[src/hw/csa_pkg.sv]
// Shared constants and types for the card slot register bank
package csa_pkg;
   localparam int SLOT_N = 3;
   localparam logic [7:0] ADDR_SLOT1 = 8'h01;
   localparam logic [7:0] ADDR_SLOT2 = 8'h02;
   localparam logic [7:0] ADDR_SLOT3 = 8'h03;
   localparam logic [7:0] ADDR_BANK_ALIAS = 8'h40;
   localparam logic [7:0] ADDR_SLOT_SEL = 8'h30;
   localparam logic [7:0] ADDR_REG_SEL = 8'h31;
   localparam logic [1:0] SEL_MISC = 2'h0;
   localparam logic [1:0] SEL_SHORT = 2'h1;
   localparam logic [1:0] SEL_LONG_HI = 2'h2;
   localparam logic [1:0] SEL_LONG_LO = 2'h3;
   localparam logic [7:0] SHORT_RST = 8'haa;
   localparam logic [7:0] LONG_HI_RST = 8'ha4;
   localparam logic [7:0] LONG_LO_RST = 8'h74;
   localparam logic [7:0] SLOT_SEL_RST = 8'h03;
   localparam logic [1:0] REG_SEL_RST = 2'h0;
   localparam int ST_ACTIVE = 7;
   localparam int ST_EARLY = 6;
   localparam int ST_MUTE = 5;
   localparam int ST_OVERLOAD_FAULT_FLAG = 4;
   localparam int ST_SUPERVISOR_FAULT_FLAG = 3;
   localparam int ST_CLOCK_SWITCHED_FLAG = 2;
   localparam int ST_RSVD = 1;
   localparam int ST_CARD_PRESENT_FLAG = 0;
   localparam int CT_LOW = 7;
   localparam int CT_IOEN = 6;
   localparam int CT_REG_HI = 5;
   localparam int CT_REG_LO = 4;
   localparam int CT_CLOCK_POWERDOWN_SELECT = 3;
   localparam int CT_HIGH = 2;
   localparam int CT_WARM = 1;
   localparam int CT_START = 0;

   typedef enum logic [1:0] {CSA_VCC_3V, CSA_VCC_5V, CSA_VCC_1V8} csa_vcc_t;

   typedef struct packed {
      logic active;
      logic early;
      logic mute;
      logic overload;
      logic clk_sw;
   } csa_slot_evt_t;

   // Field order matches the control byte, bit 7 first
   typedef struct packed {
      logic low_supply_select;
      logic io_line_enable;
      logic [1:0] reg_select;
      logic clock_powerdown_select;
      logic high_supply_select;
      logic warm;
      logic start;
   } csa_slot_ctl_t;

   typedef struct packed {
      logic wr;
      logic rd;
      logic [7:0] addr;
      logic [7:0] wdata;
   } csa_bus_req_t;
endpackage

[src/hw/csa_slot.sv]
// Status flags and control bits of one card slot
`timescale 1ns/10ps
module csa_slot
   import csa_pkg::*;
(
   input wire logic clk,
   input wire logic sys_rst,
   input wire csa_slot_evt_t evt,
   input wire logic supervisor_fault,
   input wire logic presence_pin_level,
   input wire logic wr_en,
   input wire logic rd_en,
   input wire logic [7:0] wdata,
   output logic [7:0] status,
   output csa_slot_ctl_t ctl,
   output csa_vcc_t supply,
   output logic irq_req
);
   logic early;
   logic mute;
   logic overload_fault_flag;
   logic supervisor_fault_flag;
   logic start_prev;
   logic start_ok;

   // ******************************
   // Sticky flags, set wins over read clear
   // ******************************
   always_ff @(posedge clk)
   begin
      if (sys_rst)
      begin
         early <= 1'b0;
         mute <= 1'b0;
         overload_fault_flag <= 1'b0;
      end
      else
      begin
         early <= evt.early | (early & ~rd_en);
         mute <= evt.mute | (mute & ~rd_en);
         overload_fault_flag <= evt.overload |
            (overload_fault_flag & ~rd_en);
      end
   end

   // Set from reset until the first status read
   always_ff @(posedge clk)
   begin
      if (sys_rst)
         supervisor_fault_flag <= 1'b1;
      else
         supervisor_fault_flag <= supervisor_fault |
            (supervisor_fault_flag & ~rd_en);
   end

   assign status = {evt.active, early, mute, overload_fault_flag,
      supervisor_fault_flag, evt.clk_sw, 1'b0,
      presence_pin_level};
   assign irq_req = early | mute | overload_fault_flag |
      supervisor_fault_flag;
   assign start_ok = ~supervisor_fault_flag & ~overload_fault_flag &
      presence_pin_level;

   // ******************************
   // Control bits
   // ******************************
   always_ff @(posedge clk)
   begin
      if (sys_rst)
         ctl <= '0;
      else if (wr_en)
      begin
         ctl.io_line_enable <= wdata[CT_IOEN];
         ctl.reg_select <= wdata[CT_REG_HI:CT_REG_LO];
         ctl.clock_powerdown_select <= wdata[CT_CLOCK_POWERDOWN_SELECT];
         ctl.warm <= wdata[CT_WARM];
         ctl.start <= wdata[CT_START] & start_ok;
         if (!ctl.start)
         begin
            ctl.low_supply_select <= wdata[CT_LOW];
            ctl.high_supply_select <= wdata[CT_HIGH];
         end
      end
      else if ((ctl.start & ~start_prev) | evt.mute)
         ctl.warm <= 1'b0;
   end

   always_ff @(posedge clk)
   begin
      if (sys_rst)
         start_prev <= 1'b0;
      else
         start_prev <= ctl.start;
   end

   always_ff @(posedge clk)
   begin
      if (sys_rst)
         supply <= CSA_VCC_3V;
      else if (ctl.low_supply_select)
         supply <= CSA_VCC_1V8;
      else if (ctl.high_supply_select)
         supply <= CSA_VCC_5V;
      else
         supply <= CSA_VCC_3V;
   end
endmodule

[src/hw/csa_regs.sv]
// Register bank: shared ATR counters and slot 3 to 5 status/control
`timescale 1ns/10ps
// ******************************
// Behaviour
// - At slot 1/2 addresses select 01 short, 10 long high, 11 long low
// - Shared 8-bit ATR counter, read/write, resets to aah
// - Shared long counter upper byte, read/write, resets to a4h
// - Shared long counter lower byte, read/write, resets to 74h
// - Slots 3-5 read status, write supply, io, select, clock, warm, start
// - Slots 3-5 register also reachable at bank address 40h
// - Status bit 7 shows card active
// - Status bit 6 set when card answers too early
// - Status bit 5 set when card stays mute
// - Status bit 4 set on overload or overheating
// - Status bit 3 set on supervisor fault
// - Early, mute, overload and supervisor flags clear on status read
// - Status bit 2 shows clock switched in power-down
// - Status bit 0 is live presence pin, bit 1 reserved zero
// - Interrupt low while any sticky flag set, released after read
// - Supervisor flag set after reset; interrupt low while supervisor active
// - Start 1 activates only with no faults and card present
// - Warm bit starts warm reset, cleared on start or mute
// - Supply select 1.8 V, else 5 V or 3 V; frozen while started
// ******************************
module csa_regs
   import csa_pkg::*;
(
   input wire logic clk,
   input wire logic sys_rst,
   input wire csa_bus_req_t bus_req,
   output logic [7:0] reg_rdata,
   input wire csa_slot_evt_t [SLOT_N-1:0] slot_evt,
   input wire logic supervisor_fault_pin,
   input wire logic [SLOT_N-1:0] presence_pin,
   output csa_slot_ctl_t [SLOT_N-1:0] slot_ctl,
   output csa_vcc_t [SLOT_N-1:0] slot_supply,
   output logic [7:0] atr_short_counter,
   output logic [7:0] atr_long_counter_high,
   output logic [7:0] atr_long_counter_low,
   output logic interrupt_out_n
);
   logic [SLOT_N:0] pin_meta;
   logic [SLOT_N:0] pin_sync;
   logic supervisor_fault;
   logic [SLOT_N-1:0] presence_pin_level;
   logic [7:0] slot_sel;
   logic [1:0] reg_sel;
   logic is_slot12;
   logic [SLOT_N-1:0] slot_hit;
   logic [SLOT_N-1:0][7:0] slot_status;
   logic [SLOT_N-1:0] irq_req;
   logic [7:0] next_rdata;
   logic cnt_wr;

   // ******************************
   // Pin synchronisers
   // ******************************
   always_ff @(posedge clk)
   begin
      if (sys_rst)
      begin
         pin_meta <= '0;
         pin_sync <= '0;
      end
      else
      begin
         pin_meta <= {supervisor_fault_pin, presence_pin};
         pin_sync <= pin_meta;
      end
   end

   assign supervisor_fault = pin_sync[SLOT_N];
   assign presence_pin_level = pin_sync[SLOT_N-1:0];

   // ******************************
   // Address decode
   // ******************************
   assign is_slot12 = (bus_req.addr == ADDR_SLOT1) ||
      (bus_req.addr == ADDR_SLOT2);
   assign cnt_wr = bus_req.wr && is_slot12;

   always_comb
   begin
      for (int i = 0; i < SLOT_N; i++)
      begin
         slot_hit[i] = (bus_req.addr == ADDR_SLOT3 + 8'(i)) ||
            ((bus_req.addr == ADDR_BANK_ALIAS) &&
            (slot_sel == ADDR_SLOT3 + 8'(i)));
      end
   end

   // ******************************
   // Selector registers
   // ******************************
   always_ff @(posedge clk)
   begin
      if (sys_rst)
         slot_sel <= SLOT_SEL_RST;
      else if (bus_req.wr && bus_req.addr == ADDR_SLOT_SEL &&
         bus_req.wdata >= ADDR_SLOT3 &&
         bus_req.wdata < ADDR_SLOT3 + 8'(SLOT_N))
         slot_sel <= bus_req.wdata;
   end

   always_ff @(posedge clk)
   begin
      if (sys_rst)
         reg_sel <= REG_SEL_RST;
      else if (bus_req.wr && bus_req.addr == ADDR_REG_SEL)
         reg_sel <= bus_req.wdata[1:0];
   end

   // ******************************
   // Shared ATR counters
   // ******************************
   always_ff @(posedge clk)
   begin
      if (sys_rst)
         atr_short_counter <= SHORT_RST;
      else if (cnt_wr && reg_sel == SEL_SHORT)
         atr_short_counter <= bus_req.wdata;
   end

   always_ff @(posedge clk)
   begin
      if (sys_rst)
         atr_long_counter_high <= LONG_HI_RST;
      else if (cnt_wr && reg_sel == SEL_LONG_HI)
         atr_long_counter_high <= bus_req.wdata;
   end

   always_ff @(posedge clk)
   begin
      if (sys_rst)
         atr_long_counter_low <= LONG_LO_RST;
      else if (cnt_wr && reg_sel == SEL_LONG_LO)
         atr_long_counter_low <= bus_req.wdata;
   end

   // ******************************
   // Card slots 3 to 5
   // ******************************
   for (genvar g = 0; g < SLOT_N; g++)
   begin : g_slot
      csa_slot u_slot (
         .clk(clk),
         .sys_rst(sys_rst),
         .evt(slot_evt[g]),
         .supervisor_fault(supervisor_fault),
         .presence_pin_level(presence_pin_level[g]),
         .wr_en(bus_req.wr && slot_hit[g]),
         .rd_en(bus_req.rd && slot_hit[g]),
         .wdata(bus_req.wdata),
         .status(slot_status[g]),
         .ctl(slot_ctl[g]),
         .supply(slot_supply[g]),
         .irq_req(irq_req[g])
      );
   end

   // ******************************
   // Read data
   // ******************************
   always_comb
   begin
      next_rdata = 8'h00;
      if (is_slot12)
      begin
         case (reg_sel)
            SEL_SHORT: next_rdata = atr_short_counter;
            SEL_LONG_HI: next_rdata = atr_long_counter_high;
            SEL_LONG_LO: next_rdata = atr_long_counter_low;
            default: next_rdata = 8'h00;
         endcase
      end
      else if (bus_req.addr == ADDR_SLOT_SEL)
         next_rdata = slot_sel;
      else if (bus_req.addr == ADDR_REG_SEL)
         next_rdata = {6'h00, reg_sel};
      for (int i = 0; i < SLOT_N; i++)
      begin
         if (slot_hit[i])
            next_rdata = slot_status[i];
      end
   end

   always_ff @(posedge clk)
   begin
      if (sys_rst)
         reg_rdata <= 8'h00;
      else if (bus_req.rd)
         reg_rdata <= next_rdata;
      else
         reg_rdata <= 8'h00;
   end

   // ******************************
   // Interrupt output
   // ******************************
   // Low while any flag is pending or the supervisor still holds
   always_ff @(posedge clk)
   begin
      if (sys_rst)
         interrupt_out_n <= 1'b0;
      else
         interrupt_out_n <= ~(|irq_req | supervisor_fault);
   end
endmodule

[config.mk]
export PLATFORM = sky130hd
export DESIGN_NAME = csa_regs
export DESIGN_NICKNAME = d
export VERILOG_FILES = /design/src/hw/csa_pkg.sv /design/src/hw/csa_slot.sv /design/src/hw/csa_regs.sv
export SDC_FILE = /design/constraint.sdc
export NUM_CORES = 1
export LEC_CHECK = 0
export BUFFER_PORTS_ARGS = -buffer_cell sky130_fd_sc_hd__buf_2
export CELL_PAD_IN_SITES_DETAIL_PLACEMENT = 0
export CELL_PAD_IN_SITES_GLOBAL_PLACEMENT = 2
export CORE_MARGIN = 2
export CORE_UTILIZATION = 36
export CTS_BUF_LIST = sky130_fd_sc_hd__clkbuf_8
export CTS_CLUSTER_DIAMETER = 40
export DETAILED_ROUTE_END_ITERATION = 10
export PLACE_DENSITY = 0.95
export SYNTH_ARGS = -nofsm -noshare
export SYNTH_HDL_FRONTEND = slang
export SYNTH_SLANG_ARGS = --single-unit
[constraint.sdc]
create_clock -name clk -period 4 [get_ports clk]
set_clock_uncertainty 0.15 [all_clocks]
set_input_delay 0.6 -clock clk [delete_from_list [all_inputs] [get_ports clk]]
set_output_delay 0.6 -clock clk [all_outputs]
set_load 0.01 [all_outputs]
# [Word-level counts from Yosys, hierarchy flattened]
# Cells that the tools add are included.
[word_totals] ff_bits=96 out_inout_bits=63 word_cells=186
[classes] n_lt_le_gt_ge=2 eq_ne=14 muxes=19 bitwise=66 n_reduce_logical=33
[op_table] cell="2-to-1 mux 8 bit" count=5
[op_table] cell="equality test 8 x 3 -> 1 bit (second input constant)" count=4
[op_table] cell="OR 1 bit" count=25
[op_table] cell="AND 1 bit" count=24
[op_table] cell="equality test 8 x 2 -> 1 bit (second input constant)" count=3
[op_table] cell="case mux 8 bit (3 select lines)" count=1
[op_table] cell="logical AND 1 bit" count=17
[op_table] cell="NOT 1 bit" count=17
[op_table] cell="equality test 8 x 6 -> 1 bit (second input constant)" count=2
[op_table] cell="2-to-1 mux 1 bit" count=9
[op_table] cell="equality test 8 x 1 -> 1 bit (second input constant)" count=1
[op_table] cell="equality test 8 x 7 -> 1 bit (second input constant)" count=1
[op_table] cell="greater-or-equal comparator 8 x 2 -> 1 bit (second input constant)" count=1
[op_table] cell="< comparator 8 x 3 -> 1 bit (second input constant)" count=1
[op_table] cell="2-to-1 mux 2 bit" count=4
[op_table] cell="OR reduction 2 bit" count=4
[op_table] cell="AND reduction 2 bit" count=3
[op_table] cell="nonzero test 2 bit" count=3
[op_table] cell="OR reduction 5 bit" count=1
[op_table] cell="equality test 2 bit (second input constant)" count=2
[op_table] cell="logical OR 1 bit" count=4
[op_table] cell="OR reduction 3 bit" count=1
[op_table] cell="equality test 2 x 1 -> 1 bit (second input constant)" count=1

# [Longest topological paths before layout]
[logic_depth] word_depth=7 mapped_depth=8 mapped_depth_nobuf=5

# [Cells and area by module]
# A second synthesis with hierarchy kept.
[unflattened] cells_unflattened=463 area_unflattened_um2=4230.3
[by_module_without_submodules] module="csa_regs" instances=1 cells_per_inst=283 area_each_um2=2466.1 seq_area_each_um2=1021.0
[by_module_without_submodules] module="csa_slot" instances=3 cells_per_inst=60 area_each_um2=588.1 seq_area_each_um2=300.3

# [Least setup slack after synthesis]
# No wires, ideal clock.
[synth_path] path_kind="input-to-reg" from="input port bus_req[9] in the netlist's numbering" to="register g_slot[1].u_slot.ctl[7] in the netlist's numbering" setup_time_ns=0.114 arrival_ns=1.872 required_time_ns=3.736 slack_ns=1.864 path_stages=6 path_cell_list="buf_6 > nor4b_2 > nand4_2 > a2bb2oi_2 > or3_4 > a21o_1"
[synth_via] elab_chain_cells=5 word_cells_on_any_way=6 cone_classes="eq/ne (2); reduce/logical (4)"
[synth_rtl] item="start: declaration" line="csa_regs.sv:30" source="input wire csa_bus_req_t bus_req,"
[synth_rtl] item="equality test 8 x 7 -> 1 bit" line="csa_regs.sv:87" source="((bus_req.addr == ADDR_BANK_ALIAS) &&"
[synth_rtl] item="logical AND 1 bit" line="csa_regs.sv:87"
[synth_rtl] item="logical OR 1 bit (*)" line="csa_regs.sv:86" source="slot_hit[i] = (bus_req.addr == ADDR_SLOT3 + 8'(i)) ||"
[synth_rtl] item="logical AND 1 bit (*)" line="csa_regs.sv:151" source=".wr_en(bus_req.wr && slot_hit[g]),"
[synth_rtl] item="AND reduction 2 bit (no line) (*)"
[synth_rtl] item="end: declaration" line="csa_slot.sv:15" source="output csa_slot_ctl_t ctl,"
# Mark *: on every way between the ends. The rest lies on a longest branch, timed or not.
# A chain may end at the register's enable or synchronous reset.

# [Worst setup path after layout]
[layout_path] from="register reg_sel[0]" to="register reg_rdata[4]"
[layout_via] elab_chain_cells=6 word_cells_on_any_way=8 cone_classes="eq/ne (3); mux (5)"
[layout_rtl] item="start: declaration" line="csa_regs.sv:47" source="logic [1:0] reg_sel;"
[layout_rtl] item="start signal: assignment" line="csa_regs.sv:110" source="reg_sel <= bus_req.wdata[1:0];"
[layout_rtl] item="equality test 2 bit or equality test 2 x 1 -> 1 bit (tied branches)" line="csa_regs.sv:169" source="case (reg_sel)"
[layout_rtl] item="case mux 8 bit (3 select lines) (*)" line="csa_regs.sv:169"
[layout_rtl] item="2-to-1 mux 8 bit (*)" line="csa_regs.sv:167" source="if (is_slot12)"
[layout_rtl] item="2-to-1 mux 8 bit (*) (3 in series)" line="csa_regs.sv:182" source="if (slot_hit[i])"
[layout_rtl] item="end signal: assignment" line="csa_regs.sv:192" source="reg_rdata <= next_rdata;"
[layout_rtl] item="end: declaration" line="csa_regs.sv:31" source="output logic [7:0] reg_rdata,"
# Marks and branches as above.

==> flow_summary.toml <==
[outcome]
status = "complete, no violations"

[critical_path]
slowest_stage = "dfxtp_1"
critPathRequiredTime_ps = 4090
startpoint = "reg_sel[0]"
worstPathCellList = "mux2_2, a22oi_1, nor2_1, a221oi_1, a31oi_1"
end_kind = "flip-flop"
critPathLaunchType = "flip-flop"
critical_path_class = "reg2reg"
worstPathArrival_ps = 2340
reg2reg_from = "reg_sel[0]"
slowest_delay_ps = 780
crit_fanout = 13

[yosys]
synth_cells = 428
syn_avg_cell_area_um2 = 9.55
yosysUniqueCellTypes = 67
synth_seq_cells = 96
synth_edf_count = 0
yosys_warnings = 0
synth_flop_cell = "dfxtp_1"
seq_area_frac_synth_pct = 47.0
syn_nets = 467
async_reset_ff_share_pct = 0
netlist_area_um2 = 4090

[sta]
tightestPinTransition_ps = 703
fin_crit_sh_pct = 56.3
max_freq_mhz = 444
maxSlewHeadroom_pct = 53.1
final_max_slew_viol_count = 0
hold_violations = 0
rsz0062_at_grt = "false"
tns_ps = 0
layout_setup_ws_ps = 1750
layout_min_cycle_time_ps = 2250
setup_viol = 0

[floorplan]
core_um2 = 11000
num_rows = 38
start_util_pct = 37.2
die_x_um = 111
fp.dieH_um = 111
dieArea_um2 = 12200
io_pins = 102

[grt]
antenna_found_initial = 0
grt_first_pass_wirelength_um = 18900
grt_max_degree = 39
grt_overflow = 0
grt_pass1_vias = 3449
grt_usage_pct = 19.5

[drt]
num_vias = 3550
routed_wl_um = 12000
first_pass_iters = 4
postRouteAntennaNets = 0
viasPerCell = 5.36
first_iter_violations = 245
wl_per_cell_um = 18.2
drc = 0

[clock_network]
clockBufferDepth = 2
numCtsBuffers = 9
root_buffer = "clkbuf_8"
cts_resized = 0
clock-sinks = 96
insertion_delay_ps = 370
clkTransAtPathRegs_ps = 100
cts_htree_levels = 3
cts_tree = "done"
postCtsHoldBufs = 0
cts_setup_buffers = 0

[layout]
antennaDiodeCount = 0
drive_gt1_share_pct = 29.5
final_common_cell = "buf_2"
syn_to_final_growth_pct = 18.1
final_cell_mix = "buf_2, dfxtp_1, nor2_1"
fin_nets = 556

[place]
io_buffers = 101
dp_hpwl_um = 8710
routabilityCongestion = 0.870
dpl_worst_slack_ps = 1450

[hold_path]
min_from = "g_slot[1].u_slot.ctl[7]"
holdCritPathClass = "reg2reg"

[power]
cellPowerDensity_nw_per_um2 = 346
vdd_drop_max_v = 0.000129
p_leak_nw = 2.03

[job]
drv_cap = 0
per-layer routing:
layer | global-route usage [%] | part of all wire, % | vias up
met1 | 26.7 | 47 | 1716
li1 | - | - | 1711
met4 | 6.83 | 1.2 | 0
met5 | 0 | 0 | -
met2 | 30.7 | 46 | 112
met3 | 3.73 | 5.7 | 11
cell type report:
cell class,instances,area (um2)
clock inverters,6,42.5
fillers,1100,6150
flip-flops and latches,96,1920
well taps,140,175
inverters,12,45.0
multi-input cells,291,1960
clock buffers,10,138
repair buffers,107,551
state kept, by name, summed over array words and instances, names as in the netlist:
name                                 cells
atr_long_counter_low                     8
interrupt_out_n                          1
atr_short_counter                        8
pin_sync                                 4
g_slot.u_slot.ctl                       24
g_slot.u_slot.early                      3
g_slot.u_slot.supply                     6
reg_rdata                                8
reg_sel                                  2
slot_sel                                 8
pin_meta                                 4
g_slot.u_slot.supervisor_fault_flag      3
atr_long_counter_high                    8
g_slot.u_slot.overload_fault_flag        3
g_slot.u_slot.start_prev                 3
g_slot.u_slot.mute                       3
stage by stage:
step	util (%)	hold slack (ps)	area, um2	power [mW]	instances
6_report	44.0	283	4830	1.67	662
5_1_grt	44.0	299	4830	1.73	662
4_1_cts	44.0	290	4830	1.69	662
3_5_place_dp	42.3	276	4650	1.10	646
3_3_place_gp	42.3	271	4650	1.09	646
2_1_floorplan	-	263	4090	1.05	428
power by group:
part | internal [mW] | total [mW] | switching, mW
Sequential | 0.967 | 0.974 | 0.00791
Clock | 0.245 | 0.596 | 0.351
Combinational | 0.0332 | 0.0990 | 0.0658
Total | 1.24 | 1.67 | 0.425
cells in the mapped netlist, types with 4 or more instances:
library cell   n  share of area (%)
dfxtp_1       96                 47
nor2_1        36                3.3
o21ai_0       33                4.0
mux2i_1       29                7.1
nand2_1       27                2.5
a21oi_1       25                3.1
nand3_1       20                2.4
clkbuf_1      15                1.4
nor2b_1       15                2.3
inv_1         11                1.0
mux2_2         8                2.2
and2_1         7                1.1
a22o_1         6                1.3
a22oi_1        6                1.1
a31oi_1        5               0.76
and3_1         5               0.76
buf_4          5               0.92
o31ai_1        5               0.92
a221oi_1       4               0.86
worst max-delay path: cells and delay by family (launching register included):
family          cells  cell delay (ps)
flops               1              780
compound gates      3              660
mux                 1              420
simple gates        1              110
logic make-up after synthesis:
group                     count (synthesis)  share of synthesized area (%)
buffers and inverters                    41                           5.17
and+or+nand+nor                         147                           21.4
xor gates and xnor gates                  1                          0.214
AOI/OAI and AO/OA                       106                           17.0
muxes                                    37                           9.30
DFF                                      96                           47.0
final timing paths:
path | endpoint | slack (ps) | depth (start not counted)
max | reg_rdata[4] | 1750 | 5
min | g_slot[1].u_slot.supply[0] | 280 | 1
max reg2reg | reg_rdata[4] | 1750 | 5
min reg2reg | g_slot[1].u_slot.supply[0] | 280 | 1
Note: power is estimated with default switching activity, not from simulation.
